==> config.mk <==
export PLATFORM = sky130hd
export DESIGN_NAME = stp_port_gate
export DESIGN_NICKNAME = d
export VERILOG_FILES = /design/src/rtl/stp_pkg.sv /design/src/rtl/stp_fifo.sv /design/src/rtl/stp_apb_regs.sv /design/src/rtl/stp_port_gate.sv
export SDC_FILE = /design/constraint.sdc
export NUM_CORES = 1
export LEC_CHECK = 0
export ABC_AREA = 1
export BUFFER_PORTS_ARGS = -buffer_cell sky130_fd_sc_hd__buf_2
export CORE_ASPECT_RATIO = 0.7
export CORE_MARGIN = 1
export CORE_UTILIZATION = 34
export CTS_CLUSTER_SIZE = 24
export DETAILED_ROUTE_END_ITERATION = 6
export PLACE_DENSITY = 0.53
export RECOVER_POWER = 25
export SLEW_MARGIN = 20
export SYNTH_ARGS = -nofsm -noshare
export SYNTH_HDL_FRONTEND = slang
export SYNTH_SLANG_ARGS = --single-unit
==> constraint.sdc <==
create_clock -name ref_clk -period 8.5 [get_ports ref_clk]
set_clock_uncertainty 0.15 [all_clocks]
set_input_delay 0.425 -clock ref_clk [delete_from_list [all_inputs] [get_ports ref_clk]]
set_output_delay 0.425 -clock ref_clk [all_outputs]
set_load 0.05 [all_outputs]
==> src/rtl/stp_pkg.sv <==
// Constants, register map and shared decode for the spanning tree port gate
package stp_pkg;

  // ------------------------------------------------------------
  // Ports and frame descriptor layout
  // ------------------------------------------------------------
  localparam int unsigned NUM_NET    = 4;
  localparam logic [2:0]  HOST_PORT  = 3'h5;
  localparam int unsigned HOST_BIT   = 4;
  localparam int unsigned DESC_W     = 17;
  localparam int unsigned FIFO_DEPTH = 8;
  localparam int unsigned SRC_LSB    = 0;
  localparam int unsigned DST_LSB    = 3;
  localparam int unsigned TAG_LSB    = 8;
  localparam int unsigned OVR_BIT    = 16;
  localparam int unsigned TAG_LOOKUP = 7;

  // ------------------------------------------------------------
  // Register map: indices, byte address is four times the index
  // ------------------------------------------------------------
  localparam int unsigned ADDR_W       = 10;
  localparam logic [7:0]  GLOBAL_IDX   = 8'h0c;
  localparam logic [7:0]  STATUS_IDX   = 8'h70;
  localparam logic [7:0]  PORT_IDX [4] = '{8'h12, 8'h22, 8'h32, 8'h42};
  localparam int unsigned TX_BIT       = 2;
  localparam int unsigned RX_BIT       = 1;
  localparam int unsigned LRN_BIT      = 0;
  localparam int unsigned TAIL_BIT     = 1;
  localparam logic [7:0]  PORT_RST     = 8'h06;
  localparam logic [7:0]  GLOBAL_RST   = 8'h00;

  // ------------------------------------------------------------
  // Gate sequencer states
  // ------------------------------------------------------------
  typedef enum logic [2:0] {
    STP_IDLE   = 3'h1,
    STP_DECIDE = 3'h2,
    STP_EMIT   = 3'h4
  } stp_fsm_t;

  // One-hot network port bit for a source number, zero for the host
  function automatic logic [3:0] stp_net_onehot(input logic [2:0] src);
    logic [3:0] oh;
    oh = 4'h0;
    for (int i = 0; i < NUM_NET; i++) begin
      if (src == 3'(i + 1)) begin
        oh[i] = 1'b1;
      end
    end
    return oh;
  endfunction

endpackage

==> src/rtl/stp_fifo.sv <==
// Descriptor FIFO with valid/ready on both sides
module stp_fifo #(
  parameter int unsigned W     = 17,
  parameter int unsigned DEPTH = 8
) (
  input  wire logic         ref_clk,
  input  wire logic         sys_rst,
  input  wire logic         inValid,
  output logic              inReady,
  input  wire logic [W-1:0] inData,
  output logic              outValid,
  input  wire logic         outReady,
  output logic [W-1:0]      outData,
  output logic [3:0]        level
);
  localparam int unsigned PW = $clog2(DEPTH);

  // Depth must be a power of two so the pointers wrap by themselves
  typedef struct packed {
    logic [DEPTH-1:0][W-1:0] mem;
    logic [PW-1:0]           wrPtr;
    logic [PW-1:0]           rdPtr;
    logic [PW:0]             count;
  } stp_fifo_t;

  stp_fifo_t st;
  stp_fifo_t next_st;
  logic      push;
  logic      pop;

  assign inReady  = (st.count != (PW+1)'(DEPTH));
  assign outValid = (st.count != '0);
  assign outData  = st.mem[st.rdPtr];
  assign push     = inValid && inReady;
  assign pop      = outValid && outReady;
  assign level    = 4'(st.count);

  always_comb begin
    next_st = st;
    if (push) begin
      next_st.mem[st.wrPtr] = inData;
      next_st.wrPtr         = st.wrPtr + 1'b1;
    end
    if (pop) begin
      next_st.rdPtr = st.rdPtr + 1'b1;
    end
    if (push && !pop) begin
      next_st.count = st.count + 1'b1;
    end else if (pop && !push) begin
      next_st.count = st.count - 1'b1;
    end
  end

  always_ff @(posedge ref_clk or posedge sys_rst) begin
    if (sys_rst) begin
      st <= '0;
    end else begin
      st <= next_st;
    end
  end
endmodule

==> src/rtl/stp_apb_regs.sv <==
// APB register file: per-port tree state control, global control, status
module stp_apb_regs (
  input  wire logic        ref_clk,
  input  wire logic        sys_rst,
  input  wire logic        psel,
  input  wire logic        penable,
  input  wire logic        pwrite,
  input  wire logic [9:0]  paddr,
  input  wire logic [31:0] pwdata,
  output logic [31:0]      prdata,
  output logic             pready,
  output logic             pslverr,
  output logic [3:0]       txEn,
  output logic [3:0]       rxEn,
  output logic [3:0]       learnDis,
  output logic             tailEn,
  input  wire logic [31:0] statusWord
);
  typedef struct packed {
    logic [3:0][7:0] portCtrl;
    logic [7:0]      globalCtrl;
  } stp_regs_t;

  stp_regs_t  st;
  stp_regs_t  next_st;
  logic [7:0] wordIdx;
  logic [3:0] portHit;
  logic       hitGlobal;
  logic       hitStatus;
  logic       mapped;
  logic       access;

  assign wordIdx   = paddr[9:2];
  assign hitGlobal = (paddr[1:0] == 2'h0) && (wordIdx == stp_pkg::GLOBAL_IDX);
  assign hitStatus = (paddr[1:0] == 2'h0) && (wordIdx == stp_pkg::STATUS_IDX);
  assign mapped    = hitGlobal || hitStatus || (|portHit);
  assign access    = psel && penable;
  // Zero wait states: every access completes in its first access cycle
  assign pready    = 1'b1;
  assign pslverr   = access && !mapped;
  assign tailEn    = st.globalCtrl[stp_pkg::TAIL_BIT];

  genvar g;
  generate
    for (g = 0; g < 4; g++) begin : gPort
      assign portHit[g]  = (paddr[1:0] == 2'h0) && (wordIdx == stp_pkg::PORT_IDX[g]);
      assign txEn[g]     = st.portCtrl[g][stp_pkg::TX_BIT];
      assign rxEn[g]     = st.portCtrl[g][stp_pkg::RX_BIT];
      assign learnDis[g] = st.portCtrl[g][stp_pkg::LRN_BIT];
    end
  endgenerate

  always_comb begin
    next_st = st;
    prdata  = 32'h0;
    for (int i = 0; i < 4; i++) begin
      if (portHit[i]) begin
        prdata = {24'h0, st.portCtrl[i]};
        if (access && pwrite) begin
          next_st.portCtrl[i] = pwdata[7:0];
        end
      end
    end
    if (hitGlobal) begin
      prdata = {24'h0, st.globalCtrl};
      if (access && pwrite) begin
        next_st.globalCtrl = pwdata[7:0];
      end
    end
    // Status is read only; writes there are ignored
    if (hitStatus) begin
      prdata = statusWord;
    end
  end

  always_ff @(posedge ref_clk or posedge sys_rst) begin
    if (sys_rst) begin
      st.portCtrl   <= {4{stp_pkg::PORT_RST}};
      st.globalCtrl <= stp_pkg::GLOBAL_RST;
    end else begin
      st <= next_st;
    end
  end
endmodule

==> src/rtl/stp_port_gate.sv <==
// Spanning tree port gate: filters forwarding and learning per network port
//
// Function
// - Port five is the host port; only ports one to four have tree state.
// - Each network port has transmit, receive and learning-disable bits in its register.
// - Transmit and receive off with learning off blocks user frames both ways.
// - Blocking passes only frames to the host and learns nothing.
// - Listening exchanges only host frames both ways, learning stays off.
// - Learning state learns source addresses yet passes only host traffic.
// - All enabled: frames forward and receive normally and addresses are learned.
// - Learning-disable set suppresses learning; cleared, learning happens.
// - Disabled ports still deliver static override matches to the host.
// - Low four bits of the host trailing tag select destination ports.
// - Trailing tag steering acts only while its global enable bit is set.
module stp_port_gate (
  input  wire logic        ref_clk,
  input  wire logic        sys_rst,
  input  wire logic        psel,
  input  wire logic        penable,
  input  wire logic        pwrite,
  input  wire logic [9:0]  paddr,
  input  wire logic [31:0] pwdata,
  output logic [31:0]      prdata,
  output logic             pready,
  output logic             pslverr,
  input  wire logic        descValid,
  output logic             descReady,
  input  wire logic [2:0]  descSrc,
  input  wire logic [4:0]  descDst,
  input  wire logic [7:0]  descTag,
  input  wire logic        descOverride,
  output logic             fwdValid,
  input  wire logic        fwdReady,
  output logic [4:0]       fwdMask,
  output logic [2:0]       fwdSrc,
  output logic             learnPulse,
  output logic [2:0]       learnPort,
  output logic             dropPulse
);
  // ------------------------------------------------------------
  // State
  // ------------------------------------------------------------
  typedef struct packed {
    stp_pkg::stp_fsm_t fsm;
    logic [2:0]        src;
    logic [4:0]        dst;
    logic [7:0]        tag;
    logic              ovr;
    logic              fwdValid;
    logic [4:0]        fwdMask;
    logic [2:0]        fwdSrc;
    logic              direct;
    logic              learnPulse;
    logic [2:0]        learnPort;
    logic              dropPulse;
    logic [15:0]       dropCount;
  } stp_gate_t;

  stp_gate_t                   st;
  stp_gate_t                   next_st;
  logic [3:0]                  txEn;
  logic [3:0]                  rxEn;
  logic [3:0]                  learnDis;
  logic                        tailEn;
  logic [31:0]                 statusWord;
  logic [3:0]                  fifoLevel;
  logic                        qValid;
  logic                        qReady;
  logic [stp_pkg::DESC_W-1:0]  qData;
  logic [stp_pkg::DESC_W-1:0]  inWord;
  logic [3:0]                  netBit;
  logic                        fromNet;
  logic                        fromHost;
  logic                        useTag;
  logic [4:0]                  srcMask;
  logic [4:0]                  mask;

  // ------------------------------------------------------------
  // Register file and descriptor queue
  // ------------------------------------------------------------
  stp_apb_regs uRegs (
    .ref_clk    (ref_clk),
    .sys_rst    (sys_rst),
    .psel       (psel),
    .penable    (penable),
    .pwrite     (pwrite),
    .paddr      (paddr),
    .pwdata     (pwdata),
    .prdata     (prdata),
    .pready     (pready),
    .pslverr    (pslverr),
    .txEn       (txEn),
    .rxEn       (rxEn),
    .learnDis   (learnDis),
    .tailEn     (tailEn),
    .statusWord (statusWord)
  );

  assign inWord = {descOverride, descTag, descDst, descSrc};

  // Back-pressure reaches the lookup stage through descReady
  stp_fifo #(
    .W     (stp_pkg::DESC_W),
    .DEPTH (stp_pkg::FIFO_DEPTH)
  ) uFifo (
    .ref_clk  (ref_clk),
    .sys_rst  (sys_rst),
    .inValid  (descValid),
    .inReady  (descReady),
    .inData   (inWord),
    .outValid (qValid),
    .outReady (qReady),
    .outData  (qData),
    .level    (fifoLevel)
  );

  assign qReady     = (st.fsm == stp_pkg::STP_IDLE);
  assign statusWord = {st.dropCount, 9'h0, st.fsm, fifoLevel};

  assign fwdValid   = st.fwdValid;
  assign fwdMask    = st.fwdMask;
  assign fwdSrc     = st.fwdSrc;
  assign learnPulse = st.learnPulse;
  assign learnPort  = st.learnPort;
  assign dropPulse  = st.dropPulse;

  // ------------------------------------------------------------
  // Gating decision
  // ------------------------------------------------------------
  assign netBit   = stp_pkg::stp_net_onehot(st.src);
  assign fromNet  = |netBit;
  assign fromHost = (st.src == stp_pkg::HOST_PORT);
  assign srcMask  = {fromHost, netBit};
  // Tag bit seven set means ordinary lookup even with tagging on
  assign useTag   = fromHost && tailEn && !st.tag[stp_pkg::TAG_LOOKUP];

  always_comb begin
    if (useTag) begin
      // Direct injection bypasses transmit enables; tag 0 is reserved
      mask = {1'b0, st.tag[3:0]};
    end else if (fromNet && !(|(netBit & rxEn))) begin
      // Same bits for disabled, blocking, listening, learning: host-only
      mask = {st.dst[stp_pkg::HOST_BIT] & st.ovr, 4'h0};
    end else begin
      mask = {st.dst[stp_pkg::HOST_BIT], st.dst[3:0] & txEn} & ~srcMask;
    end
  end

  // ------------------------------------------------------------
  // Sequencer
  // ------------------------------------------------------------
  always_comb begin
    next_st            = st;
    next_st.learnPulse = 1'b0;
    next_st.dropPulse  = 1'b0;
    case (st.fsm)
      stp_pkg::STP_IDLE: begin
        if (qValid) begin
          next_st.src = qData[stp_pkg::SRC_LSB +: 3];
          next_st.dst = qData[stp_pkg::DST_LSB +: 5];
          next_st.tag = qData[stp_pkg::TAG_LSB +: 8];
          next_st.ovr = qData[stp_pkg::OVR_BIT];
          next_st.fsm = stp_pkg::STP_DECIDE;
        end
      end
      stp_pkg::STP_DECIDE: begin
        // Learning follows only the disable bit, never the rx/tx bits
        if (fromNet && !(|(netBit & learnDis))) begin
          next_st.learnPulse = 1'b1;
          next_st.learnPort  = st.src;
        end
        next_st.direct = useTag;
        next_st.fwdSrc = st.src;
        if (mask == 5'h00) begin
          next_st.dropPulse = 1'b1;
          next_st.dropCount = st.dropCount + 16'h0001;
          next_st.fsm       = stp_pkg::STP_IDLE;
        end else begin
          next_st.fwdValid = 1'b1;
          next_st.fwdMask  = mask;
          next_st.fsm      = stp_pkg::STP_EMIT;
        end
      end
      stp_pkg::STP_EMIT: begin
        if (fwdReady) begin
          next_st.fwdValid = 1'b0;
          next_st.fsm      = stp_pkg::STP_IDLE;
        end
      end
      default: begin
        next_st.fwdValid = 1'b0;
        next_st.fsm      = stp_pkg::STP_IDLE;
      end
    endcase
  end

  always_ff @(posedge ref_clk or posedge sys_rst) begin
    if (sys_rst) begin
      st     <= '0;
      st.fsm <= stp_pkg::STP_IDLE;
    end else begin
      st <= next_st;
    end
  end

  logic        decideNet;
  logic [3:0]  decideBit;
  logic        ovrFlag;
  logic [4:0]  lookupMask;
  logic [15:0] dropTotal;
  assign decideNet  = (st.fsm == stp_pkg::STP_DECIDE) && fromNet;
  assign decideBit  = netBit;
  assign ovrFlag    = st.ovr;
  assign lookupMask = {1'b0, st.dst[3:0] & txEn};
  assign dropTotal  = st.dropCount;
endmodule

### Word-level counts from Yosys, hierarchy flattened

Index checks and enable logic that the tools add are counted.

* mux-type cells: 29
* reductions and logical operators: 45
* multiply operators: 0
* shifts and indexed selects: 0
* add/sub/neg operators: 5
* magnitude comparators: 3
* bitwise operators: 8
* equal/unequal tests: 18
* div/mod/pow operators: 0

Operators by type and width (count)
* $bwmux W136: 1
* $bmux W17 S3: 1
* $demux W17 S3: 1
* $mux W17: 3
* $mux W8: 5
* $mux W32: 1
* $mux W21: 1
* $mux W20: 1
* $reduce_and A2 Y1: 10
* $logic_and A1 B1 Y1: 18
* $add A16 B1 Y16 const B: 1
* $eq A8 B6 Y1 const B: 2
* $eq A8 B7 Y1 const B: 2
* $reduce_or A4 Y1: 4
* $and A4 B4 Y4: 3
* $mux W4: 3
* $mux W5: 2
* $eq A3 B2 Y1 const B: 3
* $eq A3 B3 Y1 const B: 3
* $pmux W3 S3: 1
* $eq A8 B4 Y1 const B: 1
* $eq A8 B5 Y1 const B: 1
* $lt A3 B4 Y1 const B: 2
* $add A3 B1 Y3 const B: 2
* other kinds (22): 36

* register bits: 236
* output and inout bits: 49
* latch bits: 0
* word-level logic and storage cells: 136
* memory bits (writable): 0
* ROM bits: 0
* input bits: 66
* memories kept: 0

### Depth between registers and ports, before layout

Gate-level depths: netlist of the first run.

* depth in word-level cells: 11
* depth in mapped cells: 14
* mapped depth without buffers: 13

### Cells and area by module

From an unflattened synthesis of the first run, not the netlist that was laid out.

* cell total of the unflattened synthesis: 1795
* area, all modules: 13628.1 um^2

Modules (own cells, without submodules)
* stp_fifo: cells an instance 1151, area an instance 8458.1 um^2, times used 1, seq. area each 3653.5 um^2
* stp_apb_regs: cells an instance 335, area an instance 2672.6 um^2, times used 1, seq. area each 1011.0 um^2
* stp_port_gate: cells an instance 309, area an instance 2497.4 um^2, times used 1, seq. area each 1177.4 um^2

### Worst setup path after synthesis of the first run

Ideal clock, no wire load.

* path type: input -> output
* from: input paddr[1]
* to: output prdata[1]
* setup slack: 5.453 ns
* required time: 7.925 ns
* buffers on the path: 1
* arrival: 2.472 ns
* stages on the path: 6
* cells stage by stage: nor2_2 > nand3_1 > nor2_1 > clkinv_1 > clkbuf_1 > o21ai_0

* cells in the longest elaborated chain, start to end: 8
* elaborated cells on any way between the ends: 13
* classes of those cells: 6 x mux; 7 x reduce/logical

Ends and longest elaborated chain
* from (decl): RTL line stp_port_gate.sv:21 `input wire logic [9:0] paddr,`
* $logic_not A2 Y1 *: RTL line stp_apb_regs.sv:34, stp_apb_regs.sv:35, stp_apb_regs.sv:46
* $logic_and A1 B1 Y1: RTL line stp_apb_regs.sv:46 `assign portHit[g] = (paddr[1:0] == 2'h0) && (wordIdx == stp_pkg::PORT_IDX[g]);`
* $mux W8 (4 in a row): RTL line stp_apb_regs.sv:57 `if (portHit[i]) begin`
* $mux W8: RTL line stp_apb_regs.sv:64 `if (hitGlobal) begin`
* $mux W32 *: RTL line stp_apb_regs.sv:71 `if (hitStatus) begin`
* to (decl): RTL line stp_port_gate.sv:23 `output logic [31:0] prdata,`

Mark *: on every way between the ends. The rest lies on a longest branch, timed or not.

==> flow_metrics.tcl, run 1 <==
set metrics [dict create \
    insertion_delay_ns 0.51 \
    hold_buffers 0 \
    reg2reg_from "st[48]" \
    numCtsBuffers 23 \
    worst-path-stages 2 \
    cp.arrival_ns 3.90 \
    cts_resized 0 \
    vias 8243 \
    clkTransAtPathRegs_ns 0.06 \
    grt_max_degree 134 \
    cts_max_path_buffers 3 \
    critPathBufInv 2 \
    post_cts_buffers 0 \
    port_buffers 78 \
    cts-root-buf "clkbuf_16" \
    drive_above_1_share_pct 12.5 \
    relSlewSlack_pct -300 \
    nNetsFinal 1331 \
    period_needed_ns 4.53 \
    via_per_inst 4.99 \
    antenna_cells 0 \
    path_max_fanout 133 \
    first_iter_violations 628 \
    synth_area_leaders "dfrtp_1, o21ai_0, nand2_1" \
    crit_family "buffers and inverters" \
    p_total_mw 4.01 \
    antenna_found_initial 0 \
    grt_usage_pct 18.2 \
    regToRegEndpoint "uFifo.level[3]" \
    synth_seq_area_share_pct 51.7 \
    fin_ws_ns 3.97 \
    dieArea_sq_um 30500 \
    fin_cells 1652 \
    leakagePower_nw 5.55 \
    boundaryPins 115 \
    initial_core_util_pct 34.9 \
    rsz0062_at_grt "no" \
    crit_required_ns 7.87 \
    maxCapViolCount 1 \
    placed_cell_area_sq_um 10700 \
    crit_slowest_cell "clkinvlp_2" \
    fp.coreArea_sq_um 29100 \
    irDropWorstVdd_uv 161 \
    crit_end "uRegs.st[23]" \
    critPathMaxStageDelay_ns 3.27 \
    rrSetupSlack_ns 5.57 \
    ys_seq_elements 209 \
    fmax_mhz 221 \
    first_pass_iters 5 \
    hold_viol 0 \
    grt-ovfl-total 0 \
    rows 52 \
    power.density_nw_per_um2 348 \
    cp-end-kind "async pin" \
    status "finished, violations left" \
    ant_nets 0 \
    post-route-period-util_pct 53.3 \
    totalWireLength_um 27300 \
    place_hpwl_um 17200 \
    report.final.slew_viol_count 134 \
    critPathLaunch "sys_rst" \
    cts.sinks 209 \
    grt_pass1_wl_um 44300 \
    synth_flop_cell "dfrtp_1" \
    yosysUniqueCellTypes 40 \
    syn_area_per_cell_sq_um 8.32 \
    fin_tns_setup_ns 0 \
    syn_area_sq_um 10100 \
    synth_area_leader_cell "dfrtp_1" \
    grt_pass1_vias 7725 \
    area_growth_pct 13.9 \
    die_h_um 146 \
    violations "capacitance limit, slew limit" \
    cts_tree "yes" \
    ys_async_sr_fraction_pct 100 \
    final_cell_mix "nand2_1, o21ai_0, dfrtp_1, nor2_1, inv_1" \
    hold_path.class "in2reg" \
    synth_edf_count 0 \
    tightest_slew_ns 5.97 \
    critical_path_class "in2async" \
    synth_warnings 0 \
    setup-violations-final 0 \
    drc 0 \
    reg2reg_depth 11 \
    start_kind "input pin" \
    dp.cells 1611 \
    syn_inst 1219 \
    die_w_um 208 \
    gp_congestion 0.847 \
    final_common_cell "nand2_1" \
    wl_per_cell_um 16.5 \
    design_area_sq_um 11500 \
    netlist.area_leader.share_pct 49.4 \
    crit_chain "clkbuf_1 -> clkinvlp_2" \
    cts-htree-levels 1 \
    dp_slack_ns 5.10 \
]
[final cells by class]
cell class / instances / area, sq um
Timing Repair Buffer: 84 / 438
Inverter: 101 / 380
Clock buffer: 28 / 614
Multi-Input combinational cell: 839 / 4150
Clock inverter: 13 / 250
Sequential cell: 209 / 5240
Tap cell: 378 / 473
Fill cell: 2971 / 17500
[where the power goes]
group	total (mW)	switching [mW]	leakage (nW)	internal, mW
clock	1.14	0.417	0.420	0.728
sequential	1.56	0.225	2.68	1.34
combinational	1.31	0.896	2.45	0.411
total	4.01	1.54	5.55	2.48
[logic make-up after synthesis]
logic type	count (synthesis)	synth area share, %
other cells	2	0.0741
xor+xnor	21	1.81
compound gates	296	15.9
flops	209	51.7
buf+inv	178	7.64
fa+ha+maj	7	0.938
simple gates	506	21.9
[synth_stat cells (2+ instances only)]
| cell type | n |
|---|---|
| a21oi_1 | 9 |
| buf_4 | 22 |
| buf_6 | 3 |
| clkbuf_1 | 50 |
| clkinv_1 | 4 |
| conb_1 | 2 |
| dfrtp_1 | 200 |
| dfstp_2 | 9 |
| ha_1 | 6 |
| inv_1 | 93 |
| inv_2 | 4 |
| nand2_1 | 291 |
| nand2_2 | 4 |
| nand3_1 | 43 |
| nand3_2 | 3 |
| nand4_1 | 27 |
| nand4_2 | 6 |
| nor2_1 | 105 |
| nor2_2 | 3 |
| nor2_4 | 3 |
| nor3_1 | 13 |
| nor3_4 | 2 |
| nor4_1 | 2 |
| o2111ai_1 | 2 |
| o211ai_1 | 18 |
| o21ai_0 | 232 |
| o221ai_1 | 15 |
| o22ai_1 | 17 |
| xnor2_1 | 3 |
| xor2_1 | 18 |
[state kept, by name, indices dropped and copies added (netlist names)]
name and flops:
uRegs.st 27, uFifo.level 4, learnPulse 1, fwdValid 1, uRegs.rxEn 4, dropPulse 1
dropTotal 16, uRegs.txEn 4, uFifo.st 118, uRegs.learnDis 4, fwdSrc 3, learnPort 3
ovrFlag 1, st 16, uRegs.tailEn 1, fwdMask 5
[worst min path at each step]
stage | from | slack (ns) | cells past startpoint | to
finish | descValid | 0.08 | 3 | uFifo.st[7]
global route | descValid | 0.1 | 3 | uFifo.st[7]
CTS | sys_rst | 0.03 | 2 | learnPulse
detailed placement | fwdMask[0] | 0.31 | 2 | fwdMask[0]
global placement | fwdMask[3] | 0.30 | 2 | fwdMask[3]
floorplan | fwdMask[0] | 0.29 | 2 | fwdMask[0]
[per-stage QoR]
step | util [%] | hold slack, ns
6_report | 39.7 | 0.0798
5_1_grt | 39.7 | 0.0984
4_1_cts | 39.7 | 0.0268
2_1_floorplan | - | 0.293
3_5_place_dp | 36.7 | 0.306
3_3_place_gp | 36.7 | 0.304
[metal layers]
metal / global-route usage [%] / vias up / wire (um)
li1: - / 4111 / -
met1: 29.6 / 3903 / 14600
met2: 25.2 / 190 / 11100
met3: 2.34 / 39 / 1200
met4: 3.59 / 0 / 471
met5: 0 / - / 0
Note: power is estimated with default switching activity, not from simulation.
==> inputs of run 2 (changes only) <==
==> constraint.sdc (replaced) <==
create_clock -name ref_clk -period 4.4 [get_ports ref_clk]
set_clock_uncertainty 0.15 [all_clocks]
set_input_delay 0.22 -clock ref_clk [delete_from_list [all_inputs] [get_ports ref_clk]]
set_output_delay 0.22 -clock ref_clk [all_outputs]
set_load 0.05 [all_outputs]
==> run 2 against run 1 <==
The run still ends with capacitance limit, slew limit left. Global-route usage shrank 0.25 points. Worst hold slack improved by 0.11 ns. Clock power rose by 87%. Power is 92% higher. Worst setup slack got worse by 2.6 ns. First-iteration DRC count is 8.8% higher. Critical path type unchanged. Largest cell class unchanged. Largest power group unchanged.
==> flow_metrics.tcl, run 2 (synthesis results as in run 1) <==
set metrics [dict create \
    drc 0 \
    fin_tns_setup_ns 0 \
    leakagePower_nw 5.66 \
    place_hpwl_um 17200 \
    grt-ovfl-total 0 \
    setup-violations-final 0 \
    pwr-share-comb_pct 33.8 \
    critical_path_class "in2async" \
    gp_congestion 0.854 \
    hold_path.class "in2async" \
    grt_use_met1_pct 28.9 \
    post-route-period-util_pct 69.7 \
    cp.arrival_ns 3.08 \
    via_per_inst 4.96 \
    antenna_found_initial 0 \
    fin_ws_ns 1.33 \
    grt_pass1_vias 7696 \
    boundaryPins 115 \
    reg_top3 "uFifo.st x118, uRegs.st x27" \
    rsz0062_at_grt "no" \
    sw_frac_of_total_pct 38.6 \
    grt.met2_usage_pct 25.2 \
    dp_slack_ns 1.45 \
    reg2reg_from "st[48]" \
    largest_reg_flops 118 \
    totalWireLength_um 27200 \
    power.density_nw_per_um2 652 \
    period_needed_ns 3.07 \
    rrSetupSlack_ns 1.43 \
    first_iter_violations 683 \
    area_growth_pct 16.4 \
    rows 52 \
    status "finished, violations left" \
    grt_max_degree 87 \
    dieArea_sq_um 30500 \
    pwr-share-seq_pct 38.5 \
    crit_required_ns 4.41 \
    first_pass_iters 5 \
    cp-end-kind "async pin" \
    cts-htree-levels 1 \
    vias 8332 \
    final_common_cell "nand2_1" \
    clkTransAtPathRegs_ns 0.07 \
    port_buffers 78 \
    irDropWorstVdd_uv 328 \
    cts_resized 0 \
    final_cell_mix "nand2_1, o21ai_0, dfrtp_1, nor2_1, inv_1" \
    top_register "uFifo.st" \
    fp.coreArea_sq_um 29100 \
    fmax_mhz 326 \
    report.final.slew_viol_count 87 \
    insertion_delay_ns 0.52 \
    cts_tree "yes" \
    tightest_slew_ns 2.18 \
    grtUsageMet3_pct 2.37 \
    post-route-util_pct 40.6 \
    wl_per_cell_um 16.2 \
    die_h_um 146 \
    p_int_mw 4.72 \
    nNetsFinal 1362 \
    p_total_mw 7.70 \
    ant_nets 0 \
    relSlewSlack_pct -45.1 \
    initial_core_util_pct 34.9 \
    grt_usage_pct 17.9 \
    cts-root-buf "clkbuf_16" \
    path_max_fanout 86 \
    violations "capacitance limit, slew limit" \
    regToRegEndpoint "uFifo.level[3]" \
    hold_viol 0 \
    cts.sinks 209 \
    reg2reg_depth 12 \
    grt-busiest-layer "met1" \
    clkPwrFrac_pct 27.7 \
    maxCapViolCount 1 \
    p_sw_mw 2.97 \
    start_kind "input pin" \
    numCtsBuffers 23 \
    antenna_cells 0 \
    grt_pass1_wl_um 44000 \
    die_w_um 208 \
    drive_above_1_share_pct 12.4 \
    cts_max_path_buffers 3 \
]
run 2: per-layer routing:
metal / wire, um / share of wire (%) / up-vias
li1: - / - / 4159
met1: 14700 / 54 / 3973
met2: 11100 / 41 / 167
met3: 1020 / 3.7 / 33
met4: 454 / 1.7 / 0
met5: 0 / 0 / -
run 2: layout make-up:
type                       count  area (sq um)
tap                          378           473
timing repair buffer         115           736
inverter                     101           380
fill                        2995         17300
clock buffer                  29           638
clock inverter                10           183
multi-input combinational    839          4150
sequential                   209          5240
run 2: how the worst max path moves through the flow:
stage | endpoint | cells after the start | from | slack, ns
finish | uFifo.st[26] | 4 | sys_rst | 1.33
global route | uFifo.st[71] | 4 | sys_rst | 0.77
CTS | uFifo.level[3] | 12 | st[48] | 1.46
detailed placement | prdata[4] | 7 | paddr[1] | 1.45
global placement | prdata[4] | 7 | paddr[1] | 1.48
floorplan | dropPulse | 1 | sys_rst | 1.32
run 2: stage by stage:
| stage | hold slack (ns) | std cells | area [sq um] |
|---|---|---|---|
| finish | 0.193 | 1681 | 11800 |
| global route | 0.270 | 1681 | 11800 |
| CTS | 0.283 | 1680 | 11800 |
| detailed placement | 0.311 | 1616 | 10700 |
| global placement | 0.303 | 1616 | 10700 |
| floorplan | 0.239 | 1226 | 10200 |
run 2: critical path, cell delays in order:
cell and delay (ns):
dlygate4sd3_1 0.53, clkbuf_1 0.10, clkinvlp_2 0.49, clkbuf_2 1.65
run 2: power groups by stage:
stage          Combinational [mW]  Clock (mW)  Sequential [mW]
2_1_floorplan                2.00           0             2.91
3_3_place_gp                 2.57           0             2.98
3_5_place_dp                 2.61           0             2.98
4_1_cts                      2.63        2.18             2.96
5_1_grt                      2.98        2.24             3.05
6_report                     2.60        2.13             2.97
run 2: what timing repair did:
action | CTS | global route
setup buffers | 0 | 0
hold buffers | 25 | 0
hold endpoints to repair | 192 | 0
==> inputs of run 3 (changes only) <==
==> constraint.sdc (replaced) <==
create_clock -name ref_clk -period 2.95 [get_ports ref_clk]
set_clock_uncertainty 0.15 [all_clocks]
set_input_delay 0.1475 -clock ref_clk [delete_from_list [all_inputs] [get_ports ref_clk]]
set_output_delay 0.1475 -clock ref_clk [all_outputs]
set_load 0.05 [all_outputs]
==> run 3 against run 2 <==
The flow still finishes with violations (capacitance limit, slew limit). Power is 47% higher. Utilization up 0.18 points. Via count is 0.28% lower. Sequential share of layout area shrank 0.19 points. Critical path type is now reg2reg. Critical endpoint is now uFifo.level[3]. Largest cell class unchanged.
==> flow_metrics.tcl, run 3 (synthesis results as in run 1) <==
set metrics [dict create \
    rows 52 \
    path_max_fanout 4 \
    wl_per_cell_um 16.1 \
    hold_path.class "in2reg" \
    area_growth_pct 16.9 \
    rsz0062_at_grt "no" \
    grt_pass1_wl_um 44300 \
    crit_required_ns 3.19 \
    drc 0 \
    tightest_slew_ns 1.77 \
    gp_congestion 0.864 \
    period_needed_ns 2.53 \
    largest_reg_flops 118 \
    critPathMaxStageDelay_ns 0.53 \
    grt_pass1_vias 7856 \
    fp.coreArea_sq_um 29100 \
    die_h_um 146 \
    drive_above_1_share_pct 12.9 \
    critical_path_class "reg2reg" \
    insertion_delay_ns 0.51 \
    leakagePower_nw 5.70 \
    cts.sinks 209 \
    final_cell_mix "nand2_1, o21ai_0, dfrtp_1, nor2_1, inv_1" \
    place_hpwl_um 17800 \
    die_w_um 208 \
    design_area_sq_um 11900 \
    cts_tree "yes" \
    first_pass_iters 5 \
    relSlewSlack_pct -18.5 \
    grt_usage_pct 18.0 \
    port_buffers 78 \
    first_iter_violations 526 \
    cts-htree-levels 1 \
    status "finished, violations left" \
    via_per_inst 4.92 \
    cp.arrival_ns 2.77 \
    initial_core_util_pct 34.9 \
    timing.hold.ws_ns 0.284 \
    totalWireLength_um 27100 \
    fill_cells 2985 \
    reg_top3 "uFifo.st x118, uRegs.st x27" \
    grt_max_degree 59 \
    report.final.slew_viol_count 29 \
    numCtsBuffers 22 \
    cp-end-kind "register" \
    vias 8309 \
    start_kind "register" \
    power.density_nw_per_um2 953 \
    cts-root-buf "clkbuf_16" \
    grt-ovfl-total 0 \
    cpMostUsedCell "nand2_1" \
    nNetsFinal 1370 \
    dieArea_sq_um 30500 \
    crit_slowest_cell "dfstp_2" \
    maxCapViolCount 1 \
    placed_cell_area_sq_um 10900 \
    fmax_mhz 395 \
    cts_max_path_buffers 3 \
    antenna_cells 0 \
    hold_viol 0 \
    top_register "uFifo.st" \
    boundaryPins 115 \
    clkTransAtPathRegs_ns 0.06 \
    ant_nets 0 \
    antenna_found_initial 0 \
    final_common_cell "nand2_1" \
    post-route-period-util_pct 85.8 \
    crit_chain "inv_1 -> nor3_1 -> nand2_1 -> ha_1 -> inv_1 -> ha_1 -> a21o_1 -> a21oi_1 -> nand2_1 -> nand2_1 -> nor2_1 -> xor2_1" \
    irDropWorstVdd_uv 409 \
    setup-violations-final 0 \
    violations "capacitance limit, slew limit" \
]
==> run 3: what timing repair did <==
action	CTS	global route
hold buffers	25	0
buffers inserted	0	0
endpoints found under the hold margin	181	0
gates resized for setup	0	0
==> run 3: worst max-delay path: cells and delay by family, from the launching register on <==
family	cells	cell delay, ns
flip-flops	1	0.53
AND/OR/NAND/NOR	5	0.59
XOR/XNOR	1	0.13
adder cells (fa/ha/maj)	2	0.50
buffers and inverters	2	0.19
AO/OA/AOI/OAI	2	0.33
==> run 3: final timing paths <==
path,startpoint,endpoint,slack (ns),cells past startpoint
worst min register to register,fwdMask[0],fwdMask[0],0.32,2
min in group asynchronous,sys_rst,learnPulse,0.46,3
worst max register to register,st[48],uFifo.level[3],0.42,12
max in group asynchronous,sys_rst,uFifo.st[4],0.92,4
worst max-delay path,st[48],uFifo.level[3],0.42,12
worst min-delay path,paddr[7],uRegs.txEn[0],0.28,4
==> run 3: area by class of cell <==
cell class	count	area (sq um)	share of cell area, %
Clock buffer	31	636	5.36
Clock inverter	8	115	0.971
Sequential cell	209	5240	44.2
Inverter	101	380	3.21
Tap cell	378	473	3.99
Timing Repair Buffer	124	857	7.23
Multi-Input combinational cell	839	4150	35.0
==> run 3: routing by layer <==
| metal | routed length [um] | GRT usage, % | share of wire (%) |
|---|---|---|---|
| met3 | 1220 | 2.69 | 4.5 |
| met1 | 14300 | 28.5 | 53 |
| met2 | 11100 | 25.3 | 41 |
| met5 | 0 | 0 | 0 |
| met4 | 522 | 4.26 | 1.9 |
==> run 3: stage by stage <==
step	util (%)	setup WS [ns]	cells	TNS (ns)	power, mW
2_1_floorplan	-	-0.0544	1226	-10.87	7.33
3_3_place_gp	37.3	0.440	1626	0	8.34
3_5_place_dp	37.3	0.436	1626	0	8.41
4_1_cts	40.8	0.411	1690	0	11.4
5_1_grt	40.7	0.174	1690	0	12.1
6_report	40.7	0.420	1690	0	11.3
==> run 3: report_power, final <==
group	total (mW)	internal [mW]	switching, mW
Clock	2.93	1.76	1.17
Sequential	4.43	3.85	0.580
Combinational	3.94	1.30	2.64
Total	11.3	6.91	4.39
